--- src/radio_state_controller_defines.vh ---
`ifndef RADIO_STATE_CONTROLLER_DEFINES_VH
`define RADIO_STATE_CONTROLLER_DEFINES_VH

// Register byte offsets.
`define CMD_OFS 8'h00
`define CFG_A_OFS 8'h04
`define CFG_B_OFS 8'h08
`define CFG_C_OFS 8'h0c
`define FRONT_END_OFS 8'h10
`define CAL_TEST_OFS 8'h14
`define SYNTH_CAL_OFS 8'h18
`define SYMBOL_OFS 8'h1c
`define STATUS_OFS 8'h20

// Command register bit positions.
`define CMD_RX_BIT 0
`define CMD_TX_BIT 1
`define CMD_CAL_BIT 2
`define CMD_IDLE_BIT 3
`define CMD_FS_BIT 4

// Field encodings.
`define DEST_IDLE 2'h0
`define DEST_FS 2'h1
`define DEST_TX 2'h2
`define DEST_RX 2'h3
`define AUTOCAL_NEVER 2'h0
`define AUTOCAL_ON_START 2'h1
`define AUTOCAL_ON_RETURN 2'h2
`define AUTOCAL_FOURTH 2'h3
`define CCA_ALWAYS 2'h0
`define CCA_RSSI 2'h1
`define CCA_NOT_RX 2'h2
`define CCA_BOTH 2'h3
`define POWER_OOK 3'h1
`define CAL_TEST_SHORT 8'h09
`define PUMP_CAL_OFF 2'h0

// Reset values.
`define CFG_A_RST 2'h1
`define CFG_B_RST 6'h00
`define CFG_C_RST 1'h0
`define FRONT_END_RST 3'h0
`define CAL_TEST_RST 8'h0b
`define SYNTH_CAL_RST 2'h2
`define SYMBOL_RST 16'h0190

// Timing counts in crystal clock cycles; the on-off keying settle count is in symbols.
`define IDLE_RX_CYC 17'h007a1
`define IDLE_TX_CYC 17'h007a2
`define IDLE_CAL_TX_CYC 17'h007a1
`define RXTX_SWITCH_CYC 17'h0030e
`define RX_IDLE_CYC 17'h00002
`define MANUAL_CAL_CYC 17'h0011b
`define CAL_09_SHORT_CYC 17'h00eb4
`define CAL_0B_SHORT_CYC 17'h00fe9
`define CAL_09_LONG_CYC 17'h0484a
`define CAL_0B_LONG_CYC 17'h0497f
`define RSSI_RESP_CYC 17'h00040
`define OOK_SETTLE_SYMBOLS 4'h8

`endif

--- src/radio_state_controller.v ---
// Functional notes
// - Receive and transmit strobes from the host move the controller into RX or TX.
// - Auto calibration: on start from idle, on each automatic return, or every fourth.
// - Calibrate strobe in idle runs 283 cycles plus synthesizer calibration time.
// - Idle strobe leaving RX or TX never triggers a calibration.
// - Each synthesizer calibration lasts a fixed count of crystal cycles.
// - RX holds until a packet is received or RX ends for no carrier.
// - After a packet, go to the after-receive destination: idle, synth ready, TX, RX.
// - Staying in RX after a packet hides signal strength for the response time.
// - TX holds until the packet is sent, then goes to the after-transmit destination.
// - Receive strobe during TX ends the transmission and switches to RX.
// - Transmit or synth strobes in RX are taken only when the channel is clear.
// - Idle strobe forces the idle state from any state.
// - With early end enabled, RX ends if the first valid carrier sample is low.
// - Under on-off keying a no-carrier sample counts only after eight symbols.
// - Idle to RX takes 1953 cycles, plus calibration time when calibrating.
// - Idle to TX or synth takes 1954 cycles, or 1953 plus calibration.
// - RX to TX takes 782 cycles; TX to RX adds a quarter symbol.
// - RX to idle takes 2 cycles, plus calibration when a return calibration applies.
// - TX to idle takes a quarter symbol, an eighth more under on-off keying.
// - Calibration length follows the test setting and pump current select table.
// - Pump current select 00 skips the charge pump stage, shortening calibration.
// - Channel clear rule: always, signal low, not receiving, or both of these.
//
// The APB interface to the registers and the register offsets were chosen for this implementation.
`timescale 1ns/10ps
`default_nettype none
`include "radio_state_controller_defines.vh"

module radio_state_controller #(
  parameter [16:0] CAL_09_LONG = `CAL_09_LONG_CYC,
  parameter [16:0] CAL_0B_LONG = `CAL_0B_LONG_CYC
) (
  // Clock and reset
  input wire clock_i,
  input wire rstn_i,
  // APB slave
  input wire psel_i,
  input wire penable_i,
  input wire pwrite_i,
  input wire [7:0] paddr_i,
  input wire [31:0] pwdata_i,
  output reg [31:0] prdata_o,
  output wire pready_o,
  output reg pslverr_o,
  // Modem events
  input wire packet_received_i,
  input wire packet_sent_i,
  input wire carrier_sense_i,
  input wire carrier_sense_valid_i,
  input wire receiving_packet_i,
  // Radio state
  output reg [4:0] radio_state_o,
  output reg cal_active_o,
  output reg rssi_valid_o
);

  localparam [4:0] ST_IDLE = 5'h01;
  localparam [4:0] ST_WAIT = 5'h02;
  localparam [4:0] ST_RX = 5'h04;
  localparam [4:0] ST_TX = 5'h08;
  localparam [4:0] ST_FS = 5'h10;

  reg rst_meta_r;
  reg rst_sync_r;
  wire rst_n;

  reg [1:0] auto_cal_policy_r;
  reg [1:0] channel_clear_rule_r;
  reg [1:0] after_receive_state_r;
  reg [1:0] after_transmit_state_r;
  reg early_rx_end_on_no_carrier_r;
  reg [2:0] power_table_index_r;
  reg [7:0] cal_test_setting_r;
  reg [1:0] pump_current_cal_select_r;
  reg [15:0] symbol_period_r;

  reg strobe_receive_r;
  reg strobe_transmit_r;
  reg strobe_calibrate_r;
  reg strobe_go_idle_r;
  reg strobe_synth_ready_tx_r;

  reg [4:0] state_r;
  reg [4:0] state_nxt;
  reg [4:0] dest_r;
  reg [4:0] dest_nxt;
  reg [16:0] cnt_r;
  reg [16:0] cnt_nxt;
  reg cal_r;
  reg cal_nxt;
  reg [1:0] ret_cnt_r;
  reg [1:0] ret_cnt_nxt;
  reg rssi_restart;

  reg [15:0] sym_cnt_r;
  reg [3:0] rx_symbols_r;
  reg first_sample_r;
  reg [16:0] rssi_hold_r;

  reg start;
  reg [4:0] go_dest;
  reg [16:0] go_len;
  reg go_cal;
  reg [16:0] cal_cycles;
  reg channel_clear;
  reg [31:0] read_mux;
  reg read_err;

  wire setup_phase;
  wire write_access;
  wire [16:0] quarter_sym;
  wire [16:0] eighth_sym;
  wire is_ook;
  wire ret_cal;
  wire early_end;
  wire sym_tick;

  // The reset is released through two flops so release never races the clock.
  always @(posedge clock_i or negedge rstn_i) begin
    if (!rstn_i) begin
      rst_meta_r <= 1'b0;
      rst_sync_r <= 1'b0;
    end else begin
      rst_meta_r <= 1'b1;
      rst_sync_r <= rst_meta_r;
    end
  end
  assign rst_n = rst_sync_r;

  // The slave always answers in the access cycle, so no wait states.
  assign pready_o = 1'b1;
  assign setup_phase = psel_i & ~penable_i;
  assign write_access = psel_i & penable_i & pwrite_i;

  always @* begin
    read_mux = 32'h00000000;
    read_err = 1'b0;
    case (paddr_i)
      `CMD_OFS: read_mux = 32'h00000000;
      `CFG_A_OFS: read_mux = {30'h00000000, auto_cal_policy_r};
      `CFG_B_OFS: read_mux = {26'h0000000, channel_clear_rule_r, after_receive_state_r, after_transmit_state_r};
      `CFG_C_OFS: read_mux = {31'h00000000, early_rx_end_on_no_carrier_r};
      `FRONT_END_OFS: read_mux = {29'h00000000, power_table_index_r};
      `CAL_TEST_OFS: read_mux = {24'h000000, cal_test_setting_r};
      `SYNTH_CAL_OFS: read_mux = {26'h0000000, pump_current_cal_select_r, 4'h0};
      `SYMBOL_OFS: read_mux = {16'h0000, symbol_period_r};
      `STATUS_OFS: read_mux = {18'h00000, ret_cnt_r, 2'h0, rssi_valid_o, cal_active_o, 3'h0, state_r};
      default: read_err = 1'b1;
    endcase
  end

  // Read data and the error answer are captured in the setup cycle and held through access.
  always @(posedge clock_i or negedge rst_n) begin
    if (!rst_n) begin
      prdata_o <= 32'h00000000;
      pslverr_o <= 1'b0;
    end else if (setup_phase) begin
      prdata_o <= pwrite_i ? 32'h00000000 : read_mux;
      pslverr_o <= read_err;
    end
  end

  always @(posedge clock_i or negedge rst_n) begin
    if (!rst_n) begin
      auto_cal_policy_r <= `CFG_A_RST;
      {channel_clear_rule_r, after_receive_state_r, after_transmit_state_r} <= `CFG_B_RST;
      early_rx_end_on_no_carrier_r <= `CFG_C_RST;
      power_table_index_r <= `FRONT_END_RST;
      cal_test_setting_r <= `CAL_TEST_RST;
      pump_current_cal_select_r <= `SYNTH_CAL_RST;
      symbol_period_r <= `SYMBOL_RST;
      strobe_receive_r <= 1'b0;
      strobe_transmit_r <= 1'b0;
      strobe_calibrate_r <= 1'b0;
      strobe_go_idle_r <= 1'b0;
      strobe_synth_ready_tx_r <= 1'b0;
    end else begin
      strobe_receive_r <= 1'b0;
      strobe_transmit_r <= 1'b0;
      strobe_calibrate_r <= 1'b0;
      strobe_go_idle_r <= 1'b0;
      strobe_synth_ready_tx_r <= 1'b0;
      if (write_access) begin
        case (paddr_i)
          `CMD_OFS: begin
            strobe_receive_r <= pwdata_i[`CMD_RX_BIT];
            strobe_transmit_r <= pwdata_i[`CMD_TX_BIT];
            strobe_calibrate_r <= pwdata_i[`CMD_CAL_BIT];
            strobe_go_idle_r <= pwdata_i[`CMD_IDLE_BIT];
            strobe_synth_ready_tx_r <= pwdata_i[`CMD_FS_BIT];
          end
          `CFG_A_OFS: auto_cal_policy_r <= pwdata_i[1:0];
          `CFG_B_OFS: begin
            channel_clear_rule_r <= pwdata_i[5:4];
            after_receive_state_r <= pwdata_i[3:2];
            after_transmit_state_r <= pwdata_i[1:0];
          end
          `CFG_C_OFS: early_rx_end_on_no_carrier_r <= pwdata_i[0];
          `FRONT_END_OFS: power_table_index_r <= pwdata_i[2:0];
          `CAL_TEST_OFS: cal_test_setting_r <= pwdata_i[7:0];
          `SYNTH_CAL_OFS: pump_current_cal_select_r <= pwdata_i[5:4];
          `SYMBOL_OFS: symbol_period_r <= pwdata_i[15:0];
          default: ;
        endcase
      end
    end
  end

  // Calibration length is a fixed table lookup, never data dependent.
  always @* begin
    if (cal_test_setting_r == `CAL_TEST_SHORT) begin
      cal_cycles = (pump_current_cal_select_r == `PUMP_CAL_OFF) ? `CAL_09_SHORT_CYC : CAL_09_LONG;
    end else begin
      cal_cycles = (pump_current_cal_select_r == `PUMP_CAL_OFF) ? `CAL_0B_SHORT_CYC : CAL_0B_LONG;
    end
  end

  always @* begin
    case (channel_clear_rule_r)
      `CCA_ALWAYS: channel_clear = 1'b1;
      `CCA_RSSI: channel_clear = ~carrier_sense_i;
      `CCA_NOT_RX: channel_clear = ~receiving_packet_i;
      default: channel_clear = ~carrier_sense_i & ~receiving_packet_i;
    endcase
  end

  assign quarter_sym = {3'h0, symbol_period_r[15:2]};
  assign eighth_sym = {4'h0, symbol_period_r[15:3]};
  assign is_ook = (power_table_index_r == `POWER_OOK);
  assign ret_cal = (auto_cal_policy_r == `AUTOCAL_ON_RETURN) |
                   ((auto_cal_policy_r == `AUTOCAL_FOURTH) & (ret_cnt_r == 2'h3));

  // Symbol timer, used to qualify carrier samples under on-off keying.
  assign sym_tick = (sym_cnt_r >= symbol_period_r) | (symbol_period_r == 16'h0000);
  assign early_end = early_rx_end_on_no_carrier_r & carrier_sense_valid_i & ~first_sample_r &
                     (~is_ook | (rx_symbols_r == `OOK_SETTLE_SYMBOLS)) & ~carrier_sense_i;

  always @* begin
    state_nxt = state_r;
    dest_nxt = dest_r;
    cal_nxt = cal_r;
    ret_cnt_nxt = ret_cnt_r;
    cnt_nxt = (cnt_r != 17'h00000) ? cnt_r - 17'h00001 : cnt_r;
    rssi_restart = 1'b0;
    start = 1'b0;
    go_dest = ST_IDLE;
    go_len = 17'h00001;
    go_cal = 1'b0;
    case (state_r)
      ST_IDLE: begin
        if (strobe_receive_r) begin
          start = 1'b1;
          go_dest = ST_RX;
          go_cal = (auto_cal_policy_r == `AUTOCAL_ON_START);
          go_len = go_cal ? `IDLE_RX_CYC + cal_cycles : `IDLE_RX_CYC;
        end else if (strobe_transmit_r | strobe_synth_ready_tx_r) begin
          start = 1'b1;
          go_dest = strobe_transmit_r ? ST_TX : ST_FS;
          go_cal = (auto_cal_policy_r == `AUTOCAL_ON_START);
          go_len = go_cal ? `IDLE_CAL_TX_CYC + cal_cycles : `IDLE_TX_CYC;
        end else if (strobe_calibrate_r) begin
          start = 1'b1;
          go_dest = ST_IDLE;
          go_cal = 1'b1;
          go_len = `MANUAL_CAL_CYC + cal_cycles;
        end
      end
      ST_WAIT: begin
        if (strobe_go_idle_r) begin
          state_nxt = ST_IDLE;
          cal_nxt = 1'b0;
          cnt_nxt = 17'h00000;
        end else if (cnt_r == 17'h00001) begin
          state_nxt = dest_r;
          cal_nxt = 1'b0;
        end
      end
      ST_RX: begin
        if (strobe_go_idle_r) begin
          start = 1'b1;
          go_dest = ST_IDLE;
          go_len = `RX_IDLE_CYC;
        end else if ((strobe_transmit_r | strobe_synth_ready_tx_r) & channel_clear) begin
          start = 1'b1;
          go_dest = strobe_transmit_r ? ST_TX : ST_FS;
          go_len = `RXTX_SWITCH_CYC;
        end else if (packet_received_i) begin
          case (after_receive_state_r)
            `DEST_IDLE: begin
              start = 1'b1;
              go_dest = ST_IDLE;
              go_cal = ret_cal;
              go_len = ret_cal ? `RX_IDLE_CYC + cal_cycles : `RX_IDLE_CYC;
              ret_cnt_nxt = ret_cnt_r + 2'h1;
            end
            `DEST_FS: begin
              start = 1'b1;
              go_dest = ST_FS;
              go_len = `RXTX_SWITCH_CYC;
            end
            `DEST_TX: begin
              start = 1'b1;
              go_dest = ST_TX;
              go_len = `RXTX_SWITCH_CYC;
            end
            default: rssi_restart = 1'b1;
          endcase
        end else if (early_end) begin
          start = 1'b1;
          go_dest = ST_IDLE;
          go_cal = ret_cal;
          go_len = ret_cal ? `RX_IDLE_CYC + cal_cycles : `RX_IDLE_CYC;
          ret_cnt_nxt = ret_cnt_r + 2'h1;
        end
      end
      ST_TX: begin
        if (strobe_go_idle_r) begin
          start = 1'b1;
          go_dest = ST_IDLE;
          go_len = is_ook ? quarter_sym + eighth_sym : quarter_sym;
        end else if (strobe_receive_r) begin
          start = 1'b1;
          go_dest = ST_RX;
          go_len = `RXTX_SWITCH_CYC + quarter_sym;
        end else if (packet_sent_i) begin
          case (after_transmit_state_r)
            `DEST_IDLE: begin
              start = 1'b1;
              go_dest = ST_IDLE;
              go_cal = ret_cal;
              go_len = (is_ook ? quarter_sym + eighth_sym : quarter_sym) + (ret_cal ? cal_cycles : 17'h00000);
              ret_cnt_nxt = ret_cnt_r + 2'h1;
            end
            `DEST_FS: begin
              start = 1'b1;
              go_dest = ST_FS;
              go_len = quarter_sym;
            end
            `DEST_RX: begin
              start = 1'b1;
              go_dest = ST_RX;
              go_len = `RXTX_SWITCH_CYC + quarter_sym;
            end
            default: state_nxt = ST_TX;
          endcase
        end
      end
      ST_FS: begin
        if (strobe_go_idle_r) begin
          state_nxt = ST_IDLE;
        end else if (strobe_transmit_r) begin
          start = 1'b1;
          go_dest = ST_TX;
        end else if (strobe_receive_r) begin
          start = 1'b1;
          go_dest = ST_RX;
          go_len = `RXTX_SWITCH_CYC;
        end
      end
      default: state_nxt = ST_IDLE;
    endcase
    // A strobe in IDLE with a calibrating idle-to-idle path still passes through the wait state.
    if (start) begin
      state_nxt = ST_WAIT;
      dest_nxt = go_dest;
      cal_nxt = go_cal;
      cnt_nxt = (go_len == 17'h00000) ? 17'h00001 : go_len;
    end
  end

  always @(posedge clock_i or negedge rst_n) begin
    if (!rst_n) begin
      state_r <= ST_IDLE;
      dest_r <= ST_IDLE;
      cnt_r <= 17'h00000;
      cal_r <= 1'b0;
      ret_cnt_r <= 2'h0;
    end else begin
      state_r <= state_nxt;
      dest_r <= dest_nxt;
      cnt_r <= cnt_nxt;
      cal_r <= cal_nxt;
      ret_cnt_r <= ret_cnt_nxt;
    end
  end

  // RX bookkeeping restarts whenever RX is entered or a packet keeps the radio in RX.
  always @(posedge clock_i or negedge rst_n) begin
    if (!rst_n) begin
      sym_cnt_r <= 16'h0000;
      rx_symbols_r <= 4'h0;
      first_sample_r <= 1'b0;
      rssi_hold_r <= 17'h00000;
    end else if ((state_nxt == ST_RX) & ((state_r != ST_RX) | rssi_restart)) begin
      sym_cnt_r <= 16'h0000;
      rx_symbols_r <= 4'h0;
      first_sample_r <= 1'b0;
      rssi_hold_r <= `RSSI_RESP_CYC;
    end else if (state_r == ST_RX) begin
      sym_cnt_r <= sym_tick ? 16'h0000 : sym_cnt_r + 16'h0001;
      if (sym_tick & (rx_symbols_r != `OOK_SETTLE_SYMBOLS)) begin
        rx_symbols_r <= rx_symbols_r + 4'h1;
      end
      if (carrier_sense_valid_i & (~is_ook | (rx_symbols_r == `OOK_SETTLE_SYMBOLS))) begin
        first_sample_r <= 1'b1;
      end
      if (rssi_hold_r != 17'h00000) begin
        rssi_hold_r <= rssi_hold_r - 17'h00001;
      end
    end
  end

  always @(posedge clock_i or negedge rst_n) begin
    if (!rst_n) begin
      radio_state_o <= ST_IDLE;
      cal_active_o <= 1'b0;
      rssi_valid_o <= 1'b0;
    end else begin
      radio_state_o <= state_nxt;
      cal_active_o <= cal_nxt & (state_nxt == ST_WAIT);
      rssi_valid_o <= (state_r == ST_RX) & (state_nxt == ST_RX) & ~rssi_restart &
                      (rssi_hold_r <= 17'h00001);
    end
  end

endmodule
`default_nettype wire

--- config.mk ---
export PLATFORM = sky130hd
export DESIGN_NAME = radio_state_controller
export DESIGN_NICKNAME = d
export VERILOG_FILES = /design/src/radio_state_controller.v
export VERILOG_INCLUDE_DIRS = /design/src /design/src/src
export SDC_FILE = /design/constraint.sdc
export NUM_CORES = 1
export LEC_CHECK = 0
export BUFFER_PORTS_ARGS = -buffer_cell sky130_fd_sc_hd__clkbuf_2
export CAP_MARGIN = 15
export CORE_MARGIN = 2
export CORE_UTILIZATION = 35
export CTS_BUF_LIST = sky130_fd_sc_hd__clkbuf_8
export DETAILED_ROUTE_END_ITERATION = 7
export GPL_ROUTABILITY_DRIVEN = 0
export GPL_TIMING_DRIVEN = 0
export HOLD_SLACK_MARGIN = 0.02
export SYNTH_ARGS = -nofsm -noshare
export SYNTH_HDL_FRONTEND = slang
export SYNTH_SLANG_ARGS = --single-unit
--- constraint.sdc ---
create_clock -name clock_i -period 5.3 [get_ports clock_i]
set_input_delay 0.795 -clock clock_i [delete_from_list [all_inputs] [get_ports clock_i]]
set_output_delay 0.795 -clock clock_i [all_outputs]
set_load 0.1 [all_outputs]
======== Word-level counts from Yosys, hierarchy flattened ========
Index checks and enable logic that the tools add are counted.
word-level totals
  register bits after elaboration ......... 148
  input bits .............................. 50
  output and inout bits ................... 41
cells by class
  add/subtract/negate cells ............... 11
  order comparisons ....................... 2
  equal/unequal tests ..................... 39
  mux-type cells .......................... 126
  bitwise gates (word level) .............. 28
  reductions and logical operators ........ 30
operators by type and width
  operator                  number
  $mux W17                  22
  $pmux W16 S8              1
  $mux W5                   17
  $pmux W17 S4              1
  $mux W15                  4
  $pmux W17 S3              1
  $mux W1                   49
  $mux W16                  3
  $pmux W5 S4               2
  $pmux W17 S2              1
  $reduce_bool A17 Y1       2
  $sub A17 B1 Y17 const B   2
  $eq A8 B5 Y1 const B      4
  $mux W32                  1
  $mux W10                  3
  $eq A8 B4 Y1 const B      3
  $mux W4                   5
  $pmux W5 S2               2
  $reduce_and A2 Y1         10
  $mux W2                   9
  $add A11 B17 Y17 const A  1
  $add A15 B17 Y17          1
  $add A2 B17 Y17 const A   1
  $add A9 B17 Y17 const A   1
  40 further kinds          90

======== Depth between registers and ports, before layout ========
Gate-level depths: netlist (run 1).
  word-level depth ........................ 15
  gate-level depth with buffers ........... 19
  mapped depth without buffers ............ 19

======== Worst setup path before layout (run 1) ========
Ideal clock, no wire load.
  path kind ............................... register to register
  from .................................... register cal_test_setting_r[3]
  to ...................................... register cnt_r[0]
  library setup time ...................... 0.124 ns
  data arrival time ....................... 4.318 ns
  required time ........................... 5.176 ns
  slack ................................... 0.859 ns
  stages on the path, launching flop included .. 19
  path buffers ............................ 1
  clock period less this slack ............ 4.441 ns
  cells stage by stage .................... dfstp_2 > or4bb_1 > nor2_1 > inv_1 > ha_1 > clkbuf_1 > inv_1 > nor2_1 > ha_1 > o21ai_0 > o21ai_0 > a31oi_1 > o21ai_0 > nand3_1 > o221ai_1 > and4b_1 > or4_1 > or3b_1 > o21ai_1
between the ends
  longest elaborated chain between the ends .. 12
RTL lines
  what                                          line                                                        source
  start: declaration                            radio_state_controller.v:74                                 reg [7:0] cal_test_setting_r;
  start signal: assignment                      radio_state_controller.v:170                                cal_test_setting_r <= `CAL_TEST_RST;
  start signal: assignment                      radio_state_controller.v:201                                `CAL_TEST_OFS: cal_test_setting_r <= pwdata_i[7:0];
  $eq A8 B4 Y1 (no source line) (*)             n/a
  $mux W15 (*)                                  radio_state_controller.v:212                                if (cal_test_setting_r == `CAL_TEST_SHORT) begin
  $mux W17 or $add A2 B17 Y17 (tied branches)   n/a
  $add A15 B17 Y17 or $mux W17 (tied branches)  n/a
  $pmux W17 S3 (tied with other cells)          radio_state_controller.v:327                                case (after_transmit_state_r)
  $mux W17 (on tied branches)                   radio_state_controller.v:326, radio_state_controller.v:288
  $mux W17 (on tied branches)                   radio_state_controller.v:322, radio_state_controller.v:284
  $mux W17 (on tied branches)                   radio_state_controller.v:318, radio_state_controller.v:280
  $pmux W17 S4 (*)                              radio_state_controller.v:250                                case (state_r)
  $logic_not A17 Y1                             radio_state_controller.v:368                                cnt_nxt = (go_len == 17'h00000) ? 17'h00001 : go_len;
  $mux W17 (*)                                  radio_state_controller.v:368
  $mux W17 (*)                                  radio_state_controller.v:364                                if (start) begin
  named net cnt_nxt[0]                          radio_state_controller.v:89                                 reg [16:0] cnt_nxt;
  end signal: assignment                        radio_state_controller.v:382                                cnt_r <= cnt_nxt;
  end: declaration                              radio_state_controller.v:88                                 reg [16:0] cnt_r;
The timed path passes the listed nets; every way through them passes the cells marked *.
A chain may end at the register's enable or synchronous reset.

======== Worst setup path in the final report (run 1) ========
Same ends and word-level chain as after synthesis.

==> impl_metrics.json, run 1 <==
{
  "cts_buffers": 17,
  "dp_hpwl_mm": 25.2,
  "syn_inst": 1202,
  "hold_viol": 0,
  "grt_pass1_wl_mm": 50.4,
  "worst_ep_required_time_ns": 5.63,
  "max_freq_mhz": 201,
  "setup_viol": 0,
  "ys.flop_type": "dfrtp_1",
  "cts_num_sinks": 131,
  "arrival_ns": 5.30,
  "p_total_mw": 2.37,
  "p_per_area_nw_per_um2": 203,
  "synth_warnings": 0,
  "ir_drop_uv": 149,
  "wl_per_cell_um": 18.9,
  "overflow": 0,
  "start_kind": "register",
  "final_nets": 1422,
  "clk_pin_slew_ns": 0.10,
  "cts_root_buf": "clkbuf_8",
  "p_leak_nw": 5.21,
  "cts_htree_levels": 4,
  "ys_seq_elements": 131,
  "synthMostInstantiatedCell": "nand2_1",
  "p_int_mw": 1.58,
  "initial_core_util": 0.353,
  "p_sw_frac": 0.335,
  "yosysUniqueCellTypes": 91,
  "grt_pass1_vias": 9132,
  "outcome": "finished clean",
  "synth_commonest_cells": "nand2_1, dfrtp_1, nor2_1, o21ai_0, ha_1",
  "cap_viol_max_count": 0,
  "finalCriticalPeriod_ns": 4.97,
  "antenna_found_initial": 0,
  "num_antenna_cells": 0,
  "syn_area_sq_um": 10400,
  "placed_area_sq_um": 11300,
  "cts_tree": "built",
  "post_cts_buffers": 0,
  "worst_hold_path_type": "in2async",
  "dr_wl_met2_mm": 15.1,
  "fill_cells": 3050,
  "stdcell_count": 1696,
  "tightest_slew_ns": 0.806,
  "io_pins": 91,
  "core_area_sq_um": 29400,
  "dieWidth_um": 176,
  "multi_input_comb_area_sq_um": 6620,
  "regArea_sq_um": 3290,
  "dr.pass1.iters": 6,
  "die_y_um": 176,
  "numPortBuffers": 54,
  "die-area_sq_um": 31100,
  "area_growth_pct": 12.2,
  "routed_via_density": 5.63,
  "end_kind": "register",
  "fin_util": 0.396,
  "postSynthAreaPerCell_sq_um": 8.64,
  "drv_slew": 0,
  "p_comb_frac": 0.158,
  "rsz0062_at_grt": "false",
  "power.switching_mw": 0.796,
  "track_usage": 0.207,
  "cp_max_fo": 9,
  "netlist_top_cells_area": "dfrtp_1, ha_1, nand2_1, mux2_2, o21ai_0",
  "worstSetupPathType": "reg2reg",
  "clkPwrFrac": 0.358,
  "synth_enable_flop_cells": 0,
  "place_inst": 1665,
  "ys_seq_area_frac": 0.317,
  "row_count": 63,
  "wl_met1_mm": 14.2,
  "seqPwrFrac": 0.484,
  "relSlewSlack": 0.449,
  "clock_latency_ns": 0.46,
  "ant_nets": 0,
  "routed_wl_mm": 32.1,
  "met3WireLength_mm": 1.91,
  "vias": 9553,
  "cts.path.max_buffers": 2,
  "finalCritPeriodShare": 0.937,
  "post-synth-top-area-cell": "dfrtp_1",
  "setup_tns_ns": 0,
  "design_area_sq_um": 11700,
  "drc": 0,
  "drive_above_1_share": 0.155,
  "synth_top_area_share": 0.292,
  "skew_ns": 0.0243,
  "grt_start_max_net_pins": 66,
  "drtIter0Drc": 781,
  "synthArstFlopShare": 1.00,
  "top_layer": "met4"
}
critical path, stage by stage (launching register included):
cell and delay, ns:
dfstp_2 0.55, or4bb_1 0.57, nor2_4 0.23, inv_1 0.13
ha_1 0.51, inv_1 0.18, nor2_1 0.22, ha_1 0.31
o21ai_0 0.23, o21ai_0 0.14, a31oi_1 0.29, o21ai_1 0.16
nand3_1 0.11, o221ai_1 0.17, and4b_1 0.24, or4_1 0.53
or3b_1 0.20, o21ai_1 0.07
flip-flops by register name (all words and copies together) (netlist names), 3 cells and up:
signal,cells
cal_test_setting_r,8
sym_cnt_r,16
dest_r,4
rx_symbols_r,4
cnt_r,17
symbol_period_r,16
rssi_hold_r,17
radio_state_o,5
power_table_index_r,3
prdata_o,16
worst paths after layout:
kind / startpoint / to / slack (ns) / cells past startpoint
worst max-delay path: cal_test_setting_r[3]$_DFFE_PN1P_ / cnt_r[0]$_DFF_PN0_ / 0.33 / 17
worst min-delay path: rstn_i / rst_n$_DFF_PN0_ / 0.1 / 1
worst max register to register: cal_test_setting_r[3]$_DFFE_PN1P_ / cnt_r[0]$_DFF_PN0_ / 0.33 / 17
worst min register to register: rst_n$_DFF_PN0_ / rssi_hold_r[10]$_DFFE_PN0P_ / 0.22 / 0
max in group asynchronous: rst_n$_DFF_PN0_ / radio_state_o[0]$_DFF_PN1_ / 4.11 / 2
min in group clock_i: rst_meta_r$_DFF_PN0_ / rst_n$_DFF_PN0_ / 0.37 / 0
power by group through the flow:
stage               clock network [mW]  logic [mW]  registers [mW]
floorplan                            0       0.274            1.16
global placement                     0       0.345            1.18
detailed placement                   0       0.369            1.17
CTS                              0.879       0.372            1.15
global route                     0.913       0.410            1.16
finish                           0.850       0.374            1.15
repair_timing:
item                                    in CTS  in global routing
hold buffers                                 0                  0
gates resized for setup                      1                  3
endpoints found under the setup margin       1                  2
stage by stage:
step | setup slack [ns] | hold slack [ns]
after global routing | 0.0691 | 0.0646
final | 0.332 | 0.0981
after floorplan | 0.859 | 0.331
after global placement | -0.316 | 0.335
after CTS | 0.0474 | 0.0643
after detailed placement | -0.118 | 0.223
area by class of cell:
cell class / instances / share of cell area
Tap cell: 390 / 0.0419
Buffer: 69 / 0.0312
Inverter: 49 / 0.0158
Multi-Input combinational cell: 968 / 0.568
Sequential cell: 131 / 0.283
Clock inverter: 14 / 0.0114
Timing Repair Buffer: 57 / 0.0283
Clock buffer: 18 / 0.0213
cell families (layout without fill, tap and decap cells):
kind of cell | count (synthesis) | count (layout) | synth area share
and+or+nand+nor | 438 | 438 | 0.216
AOI/OAI and AO/OA | 323 | 323 | 0.213
DFF | 131 | 131 | 0.317
buffers and inverters | 119 | 207 | 0.0531
adders and majority gates | 79 | 79 | 0.0966
xor gates and xnor gates | 64 | 64 | 0.0540
muxes | 46 | 46 | 0.0494
other | 2 | 18 | 0.000723
cell usage in the layout (no fill, tap or decap), types with 8 or more instances in the layout:
cell type,count
buf_4,18
dfrtp_1,120
nand3_1,31
xor2_1,25
o221ai_1,9
inv_1,48
inv_6,8
nand2_1,127
dfstp_2,10
clkbuf_2,55
or3_1,19
a21o_1,17
nor2_1,93
xnor2_1,39
mux2_2,42
nor4_1,13
o22ai_1,17
a21oi_1,49
and2_1,13
nor3_1,23
buf_2,12
o211ai_1,11
a211oi_1,9
o31ai_1,9
clkbuf_8,18
ha_1,77
a31oi_1,18
a22oi_1,11
nor2b_1,10
nand4_1,10
clkbuf_1,34
conb_1,18
o21ai_0,80
nand2b_1,26
and3_1,22
per-layer routing:
layer  vias up  track usage
li1       4549            -
met1      4618        0.279
met2       321        0.342
met3        65       0.0295
met4         0       0.0709
met5         -            0
Note: power is estimated with default switching activity, not from simulation.
==> inputs of run 2 (changes only) <==
==> constraint.sdc (replaced) <==
create_clock -name clock_i -period 5.3 [get_ports clock_i]
set_input_delay 0 -clock clock_i [delete_from_list [all_inputs] [get_ports clock_i]]
set_output_delay 0 -clock clock_i [all_outputs]
set_load 0.1 [all_outputs]
==> impl_metrics.json, run 2 (synthesized netlist as in run 1, its figures left out) <==
{
  "r2r-start": "cal_test_setting_r[3]$_DFFE_PN1P_",
  "cap_viol_max_count": 0,
  "setup_tns_ns": 0,
  "clock_latency_ns": 0.47,
  "cts_root_buf": "clkbuf_8",
  "start_kind": "register",
  "finalCritPeriodShare": 0.945,
  "mostFrequentLayoutCells": "nand2_1, dfrtp_1, nor2_1",
  "die-area_sq_um": 31100,
  "cts_htree_levels": 4,
  "num_antenna_cells": 0,
  "clkPwrFrac": 0.357,
  "relSlewSlack": 0.441,
  "drv_slew": 0,
  "r2r.worst_path.cells": 17,
  "ir_drop_uv": 150,
  "row_count": 63,
  "max_freq_mhz": 200,
  "finalCriticalPeriod_ns": 5.01,
  "p_leak_nw": 5.33,
  "worst_hold_path_type": "in2reg",
  "worst_ep_required_time_ns": 5.64,
  "arrival_ns": 5.35,
  "drtIter0Drc": 804,
  "cp_max_fo": 9,
  "skew_ns": 0.0231,
  "rsz0062_at_grt": "false",
  "antenna_found_initial": 0,
  "grt_pass1_vias": 9250,
  "vias": 9640,
  "p_comb_frac": 0.163,
  "overflow": 0,
  "rr_endpoint": "cnt_r[0]$_DFF_PN0_",
  "cts_buffers": 17,
  "drc": 0,
  "p_sw_frac": 0.335,
  "area_growth_pct": 14.8,
  "routed_wl_mm": 32.3,
  "wl_per_cell_um": 18.7,
  "fill_cells": 3027,
  "io_pins": 91,
  "routed_via_density": 5.59,
  "cts_tree": "built",
  "startpoint": "cal_test_setting_r[3]$_DFFE_PN1P_",
  "hold_viol": 0,
  "dp_hpwl_mm": 25.2,
  "power.switching_mw": 0.799,
  "post_cts_buffers": 0,
  "dieWidth_um": 176,
  "cts_num_sinks": 131,
  "ant_nets": 0,
  "final_nets": 1449,
  "grt_start_max_net_pins": 66,
  "track_usage": 0.209,
  "cts.path.max_buffers": 2,
  "p_int_mw": 1.59,
  "end_kind": "register",
  "die_y_um": 176,
  "drive_above_1_share": 0.152,
  "endpoint": "cnt_r[0]$_DFF_PN0_",
  "min_from": "paddr_i[1]",
  "tightest_slew_ns": 0.817,
  "p_total_mw": 2.39,
  "seqPwrFrac": 0.481,
  "initial_core_util": 0.353,
  "top_regs": "cnt_r (17), rssi_hold_r (17)",
  "worstSetupPathType": "reg2reg",
  "p_per_area_nw_per_um2": 200,
  "final_common_cell": "nand2_1",
  "setup_viol": 0,
  "numPortBuffers": 54,
  "outcome": "finished clean",
  "reg2reg_setup_slack_ns": 0.29,
  "dr.pass1.iters": 7,
  "clk_pin_slew_ns": 0.09,
  "grt_pass1_wl_mm": 50.8,
  "core_area_sq_um": 29400
}
[run 2: changes by cell type in the layout (fill, tap and decap cells not counted), sizes merged]
| cell | before | now |
|---|---|---|
| dlygate4sd3 | 0 | 27 |
[run 2: per-layer routing]
layer / vias to the layer above / GRT usage / routed length (um)
met5: - / 0 / 0
met3: 66 / 0.0301 / 1770
met4: 0 / 0.0720 / 1060
li1: 4602 / - / -
met1: 4667 / 0.281 / 14500
met2: 305 / 0.343 / 15000
[run 2: layout make-up]
class | instances | area (sq um) | area share
multi-input combinational | 968 | 6620 | 0.555
inverter | 49 | 184 | 0.0154
tap | 390 | 488 | 0.0409
timing repair buffer | 84 | 601 | 0.0504
sequential | 131 | 3290 | 0.276
clock buffer | 18 | 248 | 0.0208
buffer | 69 | 364 | 0.0305
clock inverter | 14 | 133 | 0.0111
[run 2: critical path: stages, from the launching register on]
cell and delay [ns]:
dfstp_2 0.55, or4bb_1 0.57, nor2_4 0.24, inv_1 0.13
ha_1 0.53, inv_1 0.19, nor2_1 0.22, ha_1 0.31
o21ai_0 0.23, o21ai_0 0.14, a31oi_1 0.30, o21ai_1 0.16
nand3_1 0.11, o221ai_1 0.17, and4b_1 0.24, or4_1 0.53
or3b_1 0.20, o21ai_1 0.07
[run 2: metrics by stage]
step                      utilization  hold WS (ns)  worst slack, ns  instances  instance area, sq um
after global routing            0.406        0.0689           0.0693       1723                 11900
after global placement          0.381        -0.214           -0.316       1662                 11200
after CTS                       0.405        0.0247           0.0474       1724                 11900
after detailed placement        0.383        -0.207           -0.118       1665                 11300
after floorplan                     -        -0.296            0.859       1218                 10400
final                           0.406        0.0479            0.290       1723                 11900
[run 2: power groups by stage]
stage                     registers [mW]  clock network [mW]  logic [mW]
after CTS                           1.15               0.879       0.388
final                               1.15               0.851       0.389
after detailed placement            1.17                   0       0.369
after global placement              1.18                   0       0.345
after global routing                1.16               0.914       0.426
after floorplan                     1.16                   0       0.274
[run 2: worst min-delay path by stage]
stage | endpoint | cells past startpoint
detailed placement | rst_meta_r$_DFF_PN0_ | 1
finish | pslverr_o$_DFFE_PN0P_ | 5
global placement | rst_meta_r$_DFF_PN0_ | 1
global route | pslverr_o$_DFFE_PN0P_ | 5
floorplan | rst_meta_r$_DFF_PN0_ | 0
CTS | pslverr_o$_DFFE_PN0P_ | 5
[run 2: timing repair]
item / in CTS / in global routing
cloned: 0 / 0
hold buffers: 27 / 0
gates resized for setup: 1 / 3
endpoints found under the hold margin: 53 / 0
pin swaps: 0 / 0
setup endpoints to repair: 1 / 2
